[src/hdl/gtf_pkg.sv]
// package: register map, field layout and types of the gate timing feedback bank
package gtf_pkg;

  // ---------------------------------------------------------------
  // register addresses (5-bit serial register address)
  // ---------------------------------------------------------------
  localparam logic [4:0] ADDR_PWM1_EFFECTIVE_DELAYS = 5'h14;
  localparam logic [4:0] ADDR_PWM2_EFFECTIVE_DELAYS = 5'h15;
  localparam logic [4:0] ADDR_PWM3_EFFECTIVE_DELAYS = 5'h16;
  localparam logic [4:0] ADDR_PWM1_EDGE_TIMES       = 5'h17;
  localparam logic [4:0] ADDR_PWM2_EDGE_TIMES       = 5'h18;
  localparam logic [4:0] ADDR_PWM3_EDGE_TIMES       = 5'h19;
  // status word holding bridge output level and mapping error flags
  localparam logic [4:0] ADDR_BRIDGE_STATUS         = 5'h13;

  // ---------------------------------------------------------------
  // field layout and reset values
  // ---------------------------------------------------------------
  localparam int          HI_BYTE_LSB        = 8;
  localparam int          LO_BYTE_LSB        = 0;
  localparam int          OUT_LEVEL_BIT      = 0;
  localparam int          MAP_ERR_LSB        = 8;
  localparam logic [15:0] TIMING_RESET_VALUE = 16'h0000;
  localparam logic [15:0] STATUS_RESET_VALUE = 16'h0000;
  localparam logic [15:0] UNMAPPED_READ      = 16'h0000;

  // one count of every timing field, in picoseconds (62.5 ns)
  localparam int          TIME_LSB_PS        = 62500;

  // ---------------------------------------------------------------
  // types
  // ---------------------------------------------------------------
  typedef enum logic [1:0] {
    MODE_OFF_A = 2'b00,
    MODE_PWM_A = 2'b01,
    MODE_PWM_B = 2'b10,
    MODE_OFF_B = 2'b11
  } gtf_mode_t;

  // one channel's measured timing, delivered by the measurement unit
  typedef struct packed {
    logic [7:0] turnoff_delay;
    logic [7:0] turnon_delay;
    logic [7:0] fall_time;
    logic [7:0] rise_time;
  } gtf_meas_t;

  // register access request: read/write strobes and address
  typedef struct packed {
    logic       rd;
    logic       wr;
    logic [4:0] addr;
  } gtf_req_t;

endpackage

[src/hdl/gtf_regs.sv]
// gate timing feedback status bank: bridge output level, mapping errors, timings
`timescale 1ns/1ps

// Behaviour
// - bridge1 level high when node near reference
// - comparison uses bridge's own drain-source threshold
// - level reads 0 in modes 01/10
// - mapping error clears when <=1 mapped or channel inactive
// - pwm1 delays 0x14, off high, on low
// - pwm2 delays 0x15, same layout, reset 0
// - pwm3 delays 0x16, same layout, reset 0
// - pwm1 edge times: fall high, rise low
// - pwm2 edge times: fall high, rise low
// - pwm3 edge times: fall high, rise low
// - mapping error 1 when >1 active mapped
module gtf_regs #(
  parameter int NUM_CH  = 3, // pwm channels
  parameter int NUM_HB  = 8  // half-bridges
) (
  input  wire logic                 clk_sys_i,          // 25 mhz system clock
  input  wire logic                 rst_i,              // synchronous reset, active high
  // register port
  input  wire gtf_pkg::gtf_req_t    req_i,              // read/write strobe and address
  output logic [15:0]               rd_data_o,          // read data, valid with rd_valid_o
  output logic                      rd_valid_o,         // one-cycle pulse per read
  // output level monitor of bridge 1
  input  wire logic                 node_near_drain_i,  // pin: |drain - node| < threshold
  input  wire logic                 node_near_sense_i,  // pin: |sense - node| < threshold
  input  wire logic                 bridge1_reference_select_i, // 0 drain, 1 sense input
  input  wire logic [1:0]           bridge1_drive_mode_i,       // bridge 1 mode field
  // pwm mapping
  input  wire logic [NUM_CH-1:0]    pwm_active_i,       // channel activated
  input  wire logic [NUM_HB*2-1:0]  pwm_channel_mapping_i, // per bridge: 0 none, 1..3 ch
  // measured timing per channel
  input  wire gtf_pkg::gtf_meas_t [NUM_CH-1:0] meas_i,  // latest measurement
  input  wire logic [NUM_CH-1:0]    meas_valid_i,       // one-cycle pulse per new result
  output logic [NUM_HB-1:0]         bridge_pwm_mapping_error_o, // per-bridge error flags
  output logic                      bridge1_output_level_o      // bridge 1 level bit
);

  // ---------------------------------------------------------------
  // pin synchronisers
  // ---------------------------------------------------------------
  logic [1:0] near_meta_ff;
  logic [1:0] near_sync_ff;

  always_ff @(posedge clk_sys_i) begin
    if (rst_i) begin
      near_meta_ff <= 2'h0;
      near_sync_ff <= 2'h0;
    end else begin
      near_meta_ff <= {node_near_sense_i, node_near_drain_i};
      near_sync_ff <= near_meta_ff;
    end
  end

  // ---------------------------------------------------------------
  // bridge 1 output level
  // ---------------------------------------------------------------
  // the analogue comparators already use this bridge's own threshold;
  // we only pick which comparator answers
  logic nxt_level;
  logic level_ff;

  always_comb begin
    nxt_level = 1'b0;
    unique case (gtf_pkg::gtf_mode_t'(bridge1_drive_mode_i))
      gtf_pkg::MODE_OFF_A,
      gtf_pkg::MODE_OFF_B: begin
        nxt_level = bridge1_reference_select_i ? near_sync_ff[1]
                                               : near_sync_ff[0];
      end
      gtf_pkg::MODE_PWM_A,
      gtf_pkg::MODE_PWM_B: begin
        nxt_level = 1'b0;
      end
    endcase
  end

  always_ff @(posedge clk_sys_i) begin
    if (rst_i) begin
      level_ff <= 1'b0;
    end else begin
      level_ff <= nxt_level;
    end
  end

  // ---------------------------------------------------------------
  // pwm mapping error per half-bridge
  // ---------------------------------------------------------------
  logic [NUM_HB-1:0] map_err_ff;

  // a bridge has a single channel field, so "more than one" is counted over
  // all active channels whose mapping is shared by this bridge and another
  genvar hb;
  generate
    for (hb = 0; hb < NUM_HB; hb++) begin : g_hb
      // every bridge may share one channel, so the count must reach NUM_HB
      // without wrapping back below two
      localparam int CNT_W = $clog2(NUM_HB + 1);
      logic [1:0]       sel;
      logic [CNT_W-1:0] cnt;
      assign sel = pwm_channel_mapping_i[hb*2 +: 2];
      always_comb begin
        cnt = '0;
        for (int c = 0; c < NUM_CH; c++) begin
          if (pwm_active_i[c] && sel == 2'(c + 1)) begin
            cnt = cnt + CNT_W'(1);
          end
        end
        for (int o = 0; o < NUM_HB; o++) begin
          if (o != hb && sel != 2'h0 && pwm_channel_mapping_i[o*2 +: 2] == sel
              && pwm_active_i[sel - 2'h1]) begin
            cnt = cnt + CNT_W'(1);
          end
        end
      end
      // flag follows the count: it stays set while two or more remain
      always_ff @(posedge clk_sys_i) begin
        if (rst_i) begin
          map_err_ff[hb] <= 1'b0;
        end else begin
          map_err_ff[hb] <= (cnt > CNT_W'(1));
        end
      end
    end
  endgenerate

  // ---------------------------------------------------------------
  // timing capture
  // ---------------------------------------------------------------
  logic [NUM_CH-1:0][15:0] delay_ff;
  logic [NUM_CH-1:0][15:0] edge_ff;

  genvar ch;
  generate
    for (ch = 0; ch < NUM_CH; ch++) begin : g_ch
      always_ff @(posedge clk_sys_i) begin
        if (rst_i) begin
          delay_ff[ch] <= gtf_pkg::TIMING_RESET_VALUE;
          edge_ff[ch]  <= gtf_pkg::TIMING_RESET_VALUE;
        end else if (meas_valid_i[ch]) begin
          delay_ff[ch] <= {meas_i[ch].turnoff_delay, meas_i[ch].turnon_delay};
          edge_ff[ch]  <= {meas_i[ch].fall_time, meas_i[ch].rise_time};
        end
      end
    end
  endgenerate

  // ---------------------------------------------------------------
  // register words as the host sees them
  // ---------------------------------------------------------------
  logic [15:0] pwm1_effective_delays;
  logic [15:0] pwm2_effective_delays;
  logic [15:0] pwm3_effective_delays;
  logic [15:0] pwm1_edge_times;
  logic [15:0] pwm2_edge_times;
  logic [15:0] pwm3_edge_times;
  logic [15:0] bridge_status_word;

  assign pwm1_effective_delays = delay_ff[0];
  assign pwm2_effective_delays = delay_ff[1];
  assign pwm3_effective_delays = delay_ff[2];
  assign pwm1_edge_times       = edge_ff[0];
  assign pwm2_edge_times       = edge_ff[1];
  assign pwm3_edge_times       = edge_ff[2];
  // unused status bits between the level bit and the error flags read 0
  assign bridge_status_word    = {map_err_ff, 7'h00, level_ff};

  // ---------------------------------------------------------------
  // register read port
  // ---------------------------------------------------------------
  // writes are decoded nowhere: every register here is status only
  logic [15:0] nxt_rd_data;
  logic [15:0] rd_data_ff;
  logic        rd_valid_ff;

  always_comb begin
    nxt_rd_data = gtf_pkg::UNMAPPED_READ;
    unique case (req_i.addr)
      gtf_pkg::ADDR_PWM1_EFFECTIVE_DELAYS: nxt_rd_data = pwm1_effective_delays;
      gtf_pkg::ADDR_PWM2_EFFECTIVE_DELAYS: nxt_rd_data = pwm2_effective_delays;
      gtf_pkg::ADDR_PWM3_EFFECTIVE_DELAYS: nxt_rd_data = pwm3_effective_delays;
      gtf_pkg::ADDR_PWM1_EDGE_TIMES:       nxt_rd_data = pwm1_edge_times;
      gtf_pkg::ADDR_PWM2_EDGE_TIMES:       nxt_rd_data = pwm2_edge_times;
      gtf_pkg::ADDR_PWM3_EDGE_TIMES:       nxt_rd_data = pwm3_edge_times;
      gtf_pkg::ADDR_BRIDGE_STATUS:         nxt_rd_data = bridge_status_word;
      default: nxt_rd_data = gtf_pkg::UNMAPPED_READ;
    endcase
  end

  always_ff @(posedge clk_sys_i) begin
    if (rst_i) begin
      rd_data_ff  <= gtf_pkg::STATUS_RESET_VALUE;
      rd_valid_ff <= 1'b0;
    end else begin
      rd_valid_ff <= req_i.rd;
      if (req_i.rd) begin
        rd_data_ff <= nxt_rd_data;
      end
    end
  end

  assign rd_data_o                  = rd_data_ff;
  assign rd_valid_o                 = rd_valid_ff;
  assign bridge_pwm_mapping_error_o = map_err_ff;
  assign bridge1_output_level_o     = level_ff;

endmodule // gtf_regs

[config.mk]
export PLATFORM = sky130hd
export DESIGN_NAME = gtf_regs
export DESIGN_NICKNAME = d
export VERILOG_FILES = /design/src/hdl/gtf_pkg.sv /design/src/hdl/gtf_regs.sv
export SDC_FILE = /design/constraint.sdc
export NUM_CORES = 1
export LEC_CHECK = 0
export BUFFER_PORTS_ARGS = -buffer_cell sky130_fd_sc_hd__clkbuf_2
export CORE_MARGIN = 2
export CORE_UTILIZATION = 56
export DETAILED_ROUTE_END_ITERATION = 8
export PLACE_DENSITY = 0.87
export SLEW_MARGIN = 25
export SYNTH_ARGS = -nofsm -noshare
export SYNTH_HDL_FRONTEND = slang
export SYNTH_SLANG_ARGS = --single-unit
export TNS_END_PERCENT = 5
[constraint.sdc]
create_clock -name clk_sys_i -period 6.98 [get_ports clk_sys_i]
set_clock_uncertainty 0.1 [all_clocks]
set_input_delay 0.698 -clock clk_sys_i [delete_from_list [all_inputs] [get_ports clk_sys_i]]
set_output_delay 0.698 -clock clk_sys_i [all_outputs]
set_load 0.005 [all_outputs]
## Word level (Yosys, flattened, before mapping)

Index checks and enable logic that the tools add are counted.

- Register bits after elaboration: 126
- Logic and storage cells: 451

- $add $sub $neg: 80
- Order comparisons: 16
- Equal/unequal tests: 90
- Multiplexer cells: 99
- Reduce and logical (&&, ||, !) cells: 147

Operators by type and width:

| kind | count |
|---|---|
| 4-bit by 1-bit adder with 4-bit output, second input constant | 72 |
| 4-bit two-way mux | 72 |
| 1-bit logical AND | 136 |
| 2-bit equality test | 56 |
| 16-bit case mux with 7 select lines | 1 |
| 2-bit equality test, second input constant | 18 |
| 5-bit equality test, second input constant | 7 |
| 4-bit by 1-bit greater-than comparator with 1-bit output, second input constant | 8 |
| 2-bit by 3-bit < comparator with 1-bit output, second input constant | 8 |
| 2-bit by 1-bit equality test with 1-bit output, second input constant | 9 |
| 1-bit two-way mux | 17 |
| 1-bit binary-select mux with 2-bit select | 8 |
| 2-bit nonzero test | 8 |
| 2-bit by 1-bit subtractor with 2-bit output, second input constant | 8 |
| 2-bit OR reduction | 2 |
| 2-bit logical NOT | 1 |
| 1-bit case mux with 2 select lines | 1 |

## Depth between registers and ports, before layout

- Depth in word-level cells: 22
- Depth in mapped cells: 33

## Least setup slack after synthesis

Ideal clock, no wire load.

- Path kind: input-to-reg
- Start: input port pwm_channel_mapping_i[0]
- End: register map_err_ff[0] (netlist: bridge_pwm_mapping_error_o[0])
- Library setup time: 91 ps
- Arrival: 5851 ps
- Required time: 6789 ps
- Path slack: 938 ps
- Stages: 32
- Buffers on the path: 2
- Cells stage by stage: buf_6 -> buf_8 -> inv_1 -> ha_1 -> nand2_1 -> inv_1 -> ha_1 -> xor2_1 -> inv_2 -> ha_1 -> nor3_1 -> a21oi_1 -> xnor2_1 -> mux2i_1 -> ha_1 -> nor3_1 -> a311oi_1 -> a21oi_1 -> xnor2_1 -> nand2_1 -> o21ai_0 -> nor2_1 -> a21oi_1 -> ha_1 -> o22a_1 -> o21ai_0 -> inv_1 -> ha_1 -> xnor3_1 -> o2bb2a_1 -> nor2b_1 -> a311oi_1

- Word-level cells in the longest chain between the ends: 22

RTL lines:

| what | line | source |
|---|---|---|
| from (decl) | gtf_regs.sv:33 | `input wire logic [NUM_HB*2-1:0] pwm_channel_mapping_i,` |
| 2-bit by 1-bit equality test with 1-bit output | gtf_regs.sv:107 | `if (pwm_active_i[c] && sel == 2'(c + 1)) begin` |
| 1-bit logical AND | gtf_regs.sv:107 |  |
| 1-bit two-way mux | gtf_regs.sv:107 |  |
| 4-bit by 1-bit adder with 4-bit output | gtf_regs.sv:108 | `cnt = cnt + CNT_W'(1);` |
| 4-bit two-way mux | gtf_regs.sv:107 |  |
| 4-bit by 1-bit adder with 4-bit output | gtf_regs.sv:108 |  |
| 4-bit two-way mux | gtf_regs.sv:107 |  |
| 4-bit by 1-bit adder with 4-bit output | gtf_regs.sv:114 | `cnt = cnt + CNT_W'(1);` |
| (+6 left out) | n/a |  |
| 4-bit two-way mux | gtf_regs.sv:112 | `if (o != hb && sel != 2'h0 && pwm_channel_mapping_i[o*2 +: 2] == sel` |
| 4-bit by 1-bit adder with 4-bit output | gtf_regs.sv:114 |  |
| 4-bit two-way mux | gtf_regs.sv:112 |  |
| 4-bit by 1-bit adder with 4-bit output | gtf_regs.sv:114 |  |
| 4-bit two-way mux | gtf_regs.sv:112 |  |
| 4-bit by 1-bit adder with 4-bit output | gtf_regs.sv:114 |  |
| 4-bit two-way mux * | gtf_regs.sv:112 |  |
| 4-bit by 1-bit greater-than comparator with 1-bit output * | gtf_regs.sv:123 | `map_err_ff[hb] <= (cnt > CNT_W'(1));` |
| to (signal, indexed assignment) | gtf_regs.sv:123 |  |
| to (decl) | gtf_regs.sv:91 | `logic [NUM_HB-1:0] map_err_ff;` |

Every way passes the cells marked *; elsewhere a longest branch is shown, timed or not. The select of a mux whose other input is x is not followed.
A chain may end at the register's enable or synchronous reset.

## Final worst setup path

- Start: input port pwm_channel_mapping_i[8]
- End: register map_err_ff[4] (netlist: bridge_pwm_mapping_error_o[4])

Same word-level chain as after synthesis.

==> metrics.yaml <==
floorplan:
  ios: 158
  dieArea_um2: 27000
  core_um2: 25200
  die_w_um: 164
  num_rows: 58
  die_y_um: 164
  start_util_pct: 57.1
worst_setup_path:
  cp.required_ns: 7.13
  r2r_slack_ns: 5.04
  crit_path_end_kind: "register"
  startpoint_type: "input port"
  crit_arrival_ns: 6.46
  critPathKind: "in2reg"
  cp_max_fo: 12
  r2r_start: "pwm1_edge_times[4]"
  crit_start: "pwm_channel_mapping_i[8]"
timing:
  final.setup.tns_ns: 0
  holdWs_ns: 0.355
  rsz0062_at_grt: "false"
  fmax_mhz: 158
  slew_headroom_pct: 33.2
  hold_viol: 0
  period_needed_ns: 6.31
  final-max-slew-violation-count: 0
  min_period_over_period_pct: 90.4
  setup_violations: 0
  worst_pin_slew_ns: 1.00
clocking:
  cts_tree: "built"
  cts_hold_buf: 0
  clk_pin_slew_ns: 0.06
  cts_resized: 0
  clock_latency_ns: 0.41
  cts_made_buffers: 17
  cts_setup_buffers: 0
  cts_buffer_depth: 2
  clock-root-buffer: "clkbuf_16"
  cts.sinks: 126
  htreeDepth: 4
layout:
  drive_gt1_share_pct: 17.5
  nets: 2070
  area_delta_synth_final_pct: 10.5
  final_cell_mix: "nor2_1 (182), nand2_1 (168), clkbuf_2 (153)"
  final_util_pct: 63.1
  layout_commonest_cell: "nor2_1"
  instances_no_fill: 2162
route:
  drc: 0
  drtIter0Drc: 1421
  wl_per_cell_um: 18.7
  vias: 13218
  antenna_left: 0
  wirelength_um: 40300
  viasPerCell: 6.11
  dr.pass1.iters: 6
power:
  power_density_nw_per_um2: 176
  p_leak_uw: 0.00723
  ir_worst_vdd_v: 0.000195
  power_uw: 2800
global_routing:
  grt.total_usage_pct: 29.6
  grt_max_degree: 78
  grt-ovfl-total: 0
  grt_pass1_wl_um: 64200
  grt_pass1_vias: 12900
  grt_antenna_before_repair: 2
synth:
  netlist_area_um2: 14400
  synthDistinctLibCells: 100
  syn_inst: 1701
  avgSynthCellArea_um2: 8.45
  synth-seq-cells: 126
  syn_nets: 1953
  async_flop_share_pct: 0
  synth-edff-count: 0
  yosysWarnings: 0
  seq_area_frac_synth_pct: 17.5
  synth-main-ff-cell: "dfxtp_1"
placement:
  numPortBuffers: 156
  gp_congestion: 0.907
  dp_hpwl_um: 30200
  dp.cells: 2129
hold_path:
  hold_class: "reg2reg"
  min-delay-start: "near_meta_ff[0]"
outcome:
  outcome: "finished, final reports clean"
job:
  max_cap_violations: 0
==> Yosys cell counts (15+ instances only) <==
cell,number,area [um2]
buf_1,15,56.3
inv_1,73,274
nand2_1,168,631
xnor3_1,15,338
nor2_1,182,683
nor2b_1,24,150
nand4_1,16,100
o211ai_1,15,113
o21ai_0,37,185
mux2_2,21,236
o221ai_1,19,166
nand3_1,49,245
xor2_1,84,736
clkbuf_1,29,109
nor3_1,29,145
dfxtp_1,126,2520
xnor2_1,144,1260
ha_1,120,1500
mux2i_1,144,1440
and3_1,20,125
a21oi_1,58,290
==> worst max-delay path, cell delays in order <==
cell,delay (ns)
clkbuf_2,0.32
inv_1,0.15
ha_1,0.35
mux2i_1,0.12
mux2_2,0.34
nor2_1,0.38
nand2_1,0.19
o21ai_0,0.21
ha_1,0.25
o22a_1,0.21
o22ai_1,0.33
xor2_1,0.27
mux2i_1,0.12
ha_1,0.28
or2_2,0.32
nand2_1,0.08
xnor2_1,0.06
mux2_2,0.28
ha_1,0.27
a22oi_1,0.35
inv_1,0.09
ha_1,0.22
xnor2_1,0.13
o31ai_1,0.26
a21oi_1,0.17
==> final timing paths <==
kind                                         to  depth (start not counted)
hold reg to reg                 near_sync_ff[0]                          1
setup reg to reg                   rd_data_o[4]                          5
hold / removal                  near_sync_ff[0]                          1
setup / recovery  bridge_pwm_mapping_error_o[4]                         25
==> layout make-up <==
type                            instances  area, um2
Sequential cell                       126       2520
Clock inverter                         14        169
Timing Repair Buffer                  174        921
Inverter                               78        295
Multi-Input combinational cell       1421      11100
Tap cell                              330        413
Clock buffer                           18        439
Antenna cell                            1       2.50
Fill cell                            2028       9290
==> through the flow <==
step | area (um2) | setup WS (ns)
floorplan | 14400 | 0.938
global placement | 15300 | 0.540
global route | 15900 | 0.245
CTS | 15900 | 0.788
finish | 15900 | 0.669
detailed placement | 15300 | 0.376
==> power breakdown <==
part,internal (uW),total (uW),switching (uW)
clock,549,901,352
combinational,457,1100,643
sequential,763,795,31.9
total,1770,2800,1030
==> layer usage <==
metal  up-vias  share of wire [%]  track usage, %  routed length, um
met5         -              0.022               0                  9
li1       6257                  -               -                  -
met1      6270                 41            35.0              16400
met4         2                4.1            14.0               1670
met3       120                8.2            6.06               3290
met2       569                 47            51.3              19000
==> cell families after synthesis <==
kind of cell	share of synthesized area [%]
AO/OA/AOI/OAI	13.6
multiplexers	13.4
buffers and inverters	5.06
XOR/XNOR	20.5
flip-flops	17.5
AND/OR/NAND/NOR	19.4
adder cells (fa/ha/maj)	10.4
==> flip-flops by register name, summed over array words and instances, names as in the netlist, 2 cells and up <==
register and flops:
bridge_pwm_mapping_error_o 8, near_meta_ff 2, near_sync_ff 2, pwm1_edge_times 16
pwm1_effective_delays 16, pwm2_edge_times 16, pwm2_effective_delays 16, pwm3_edge_times 16
pwm3_effective_delays 16, rd_data_o 16
No activity file was read; power rests on OpenSTA's default activity.
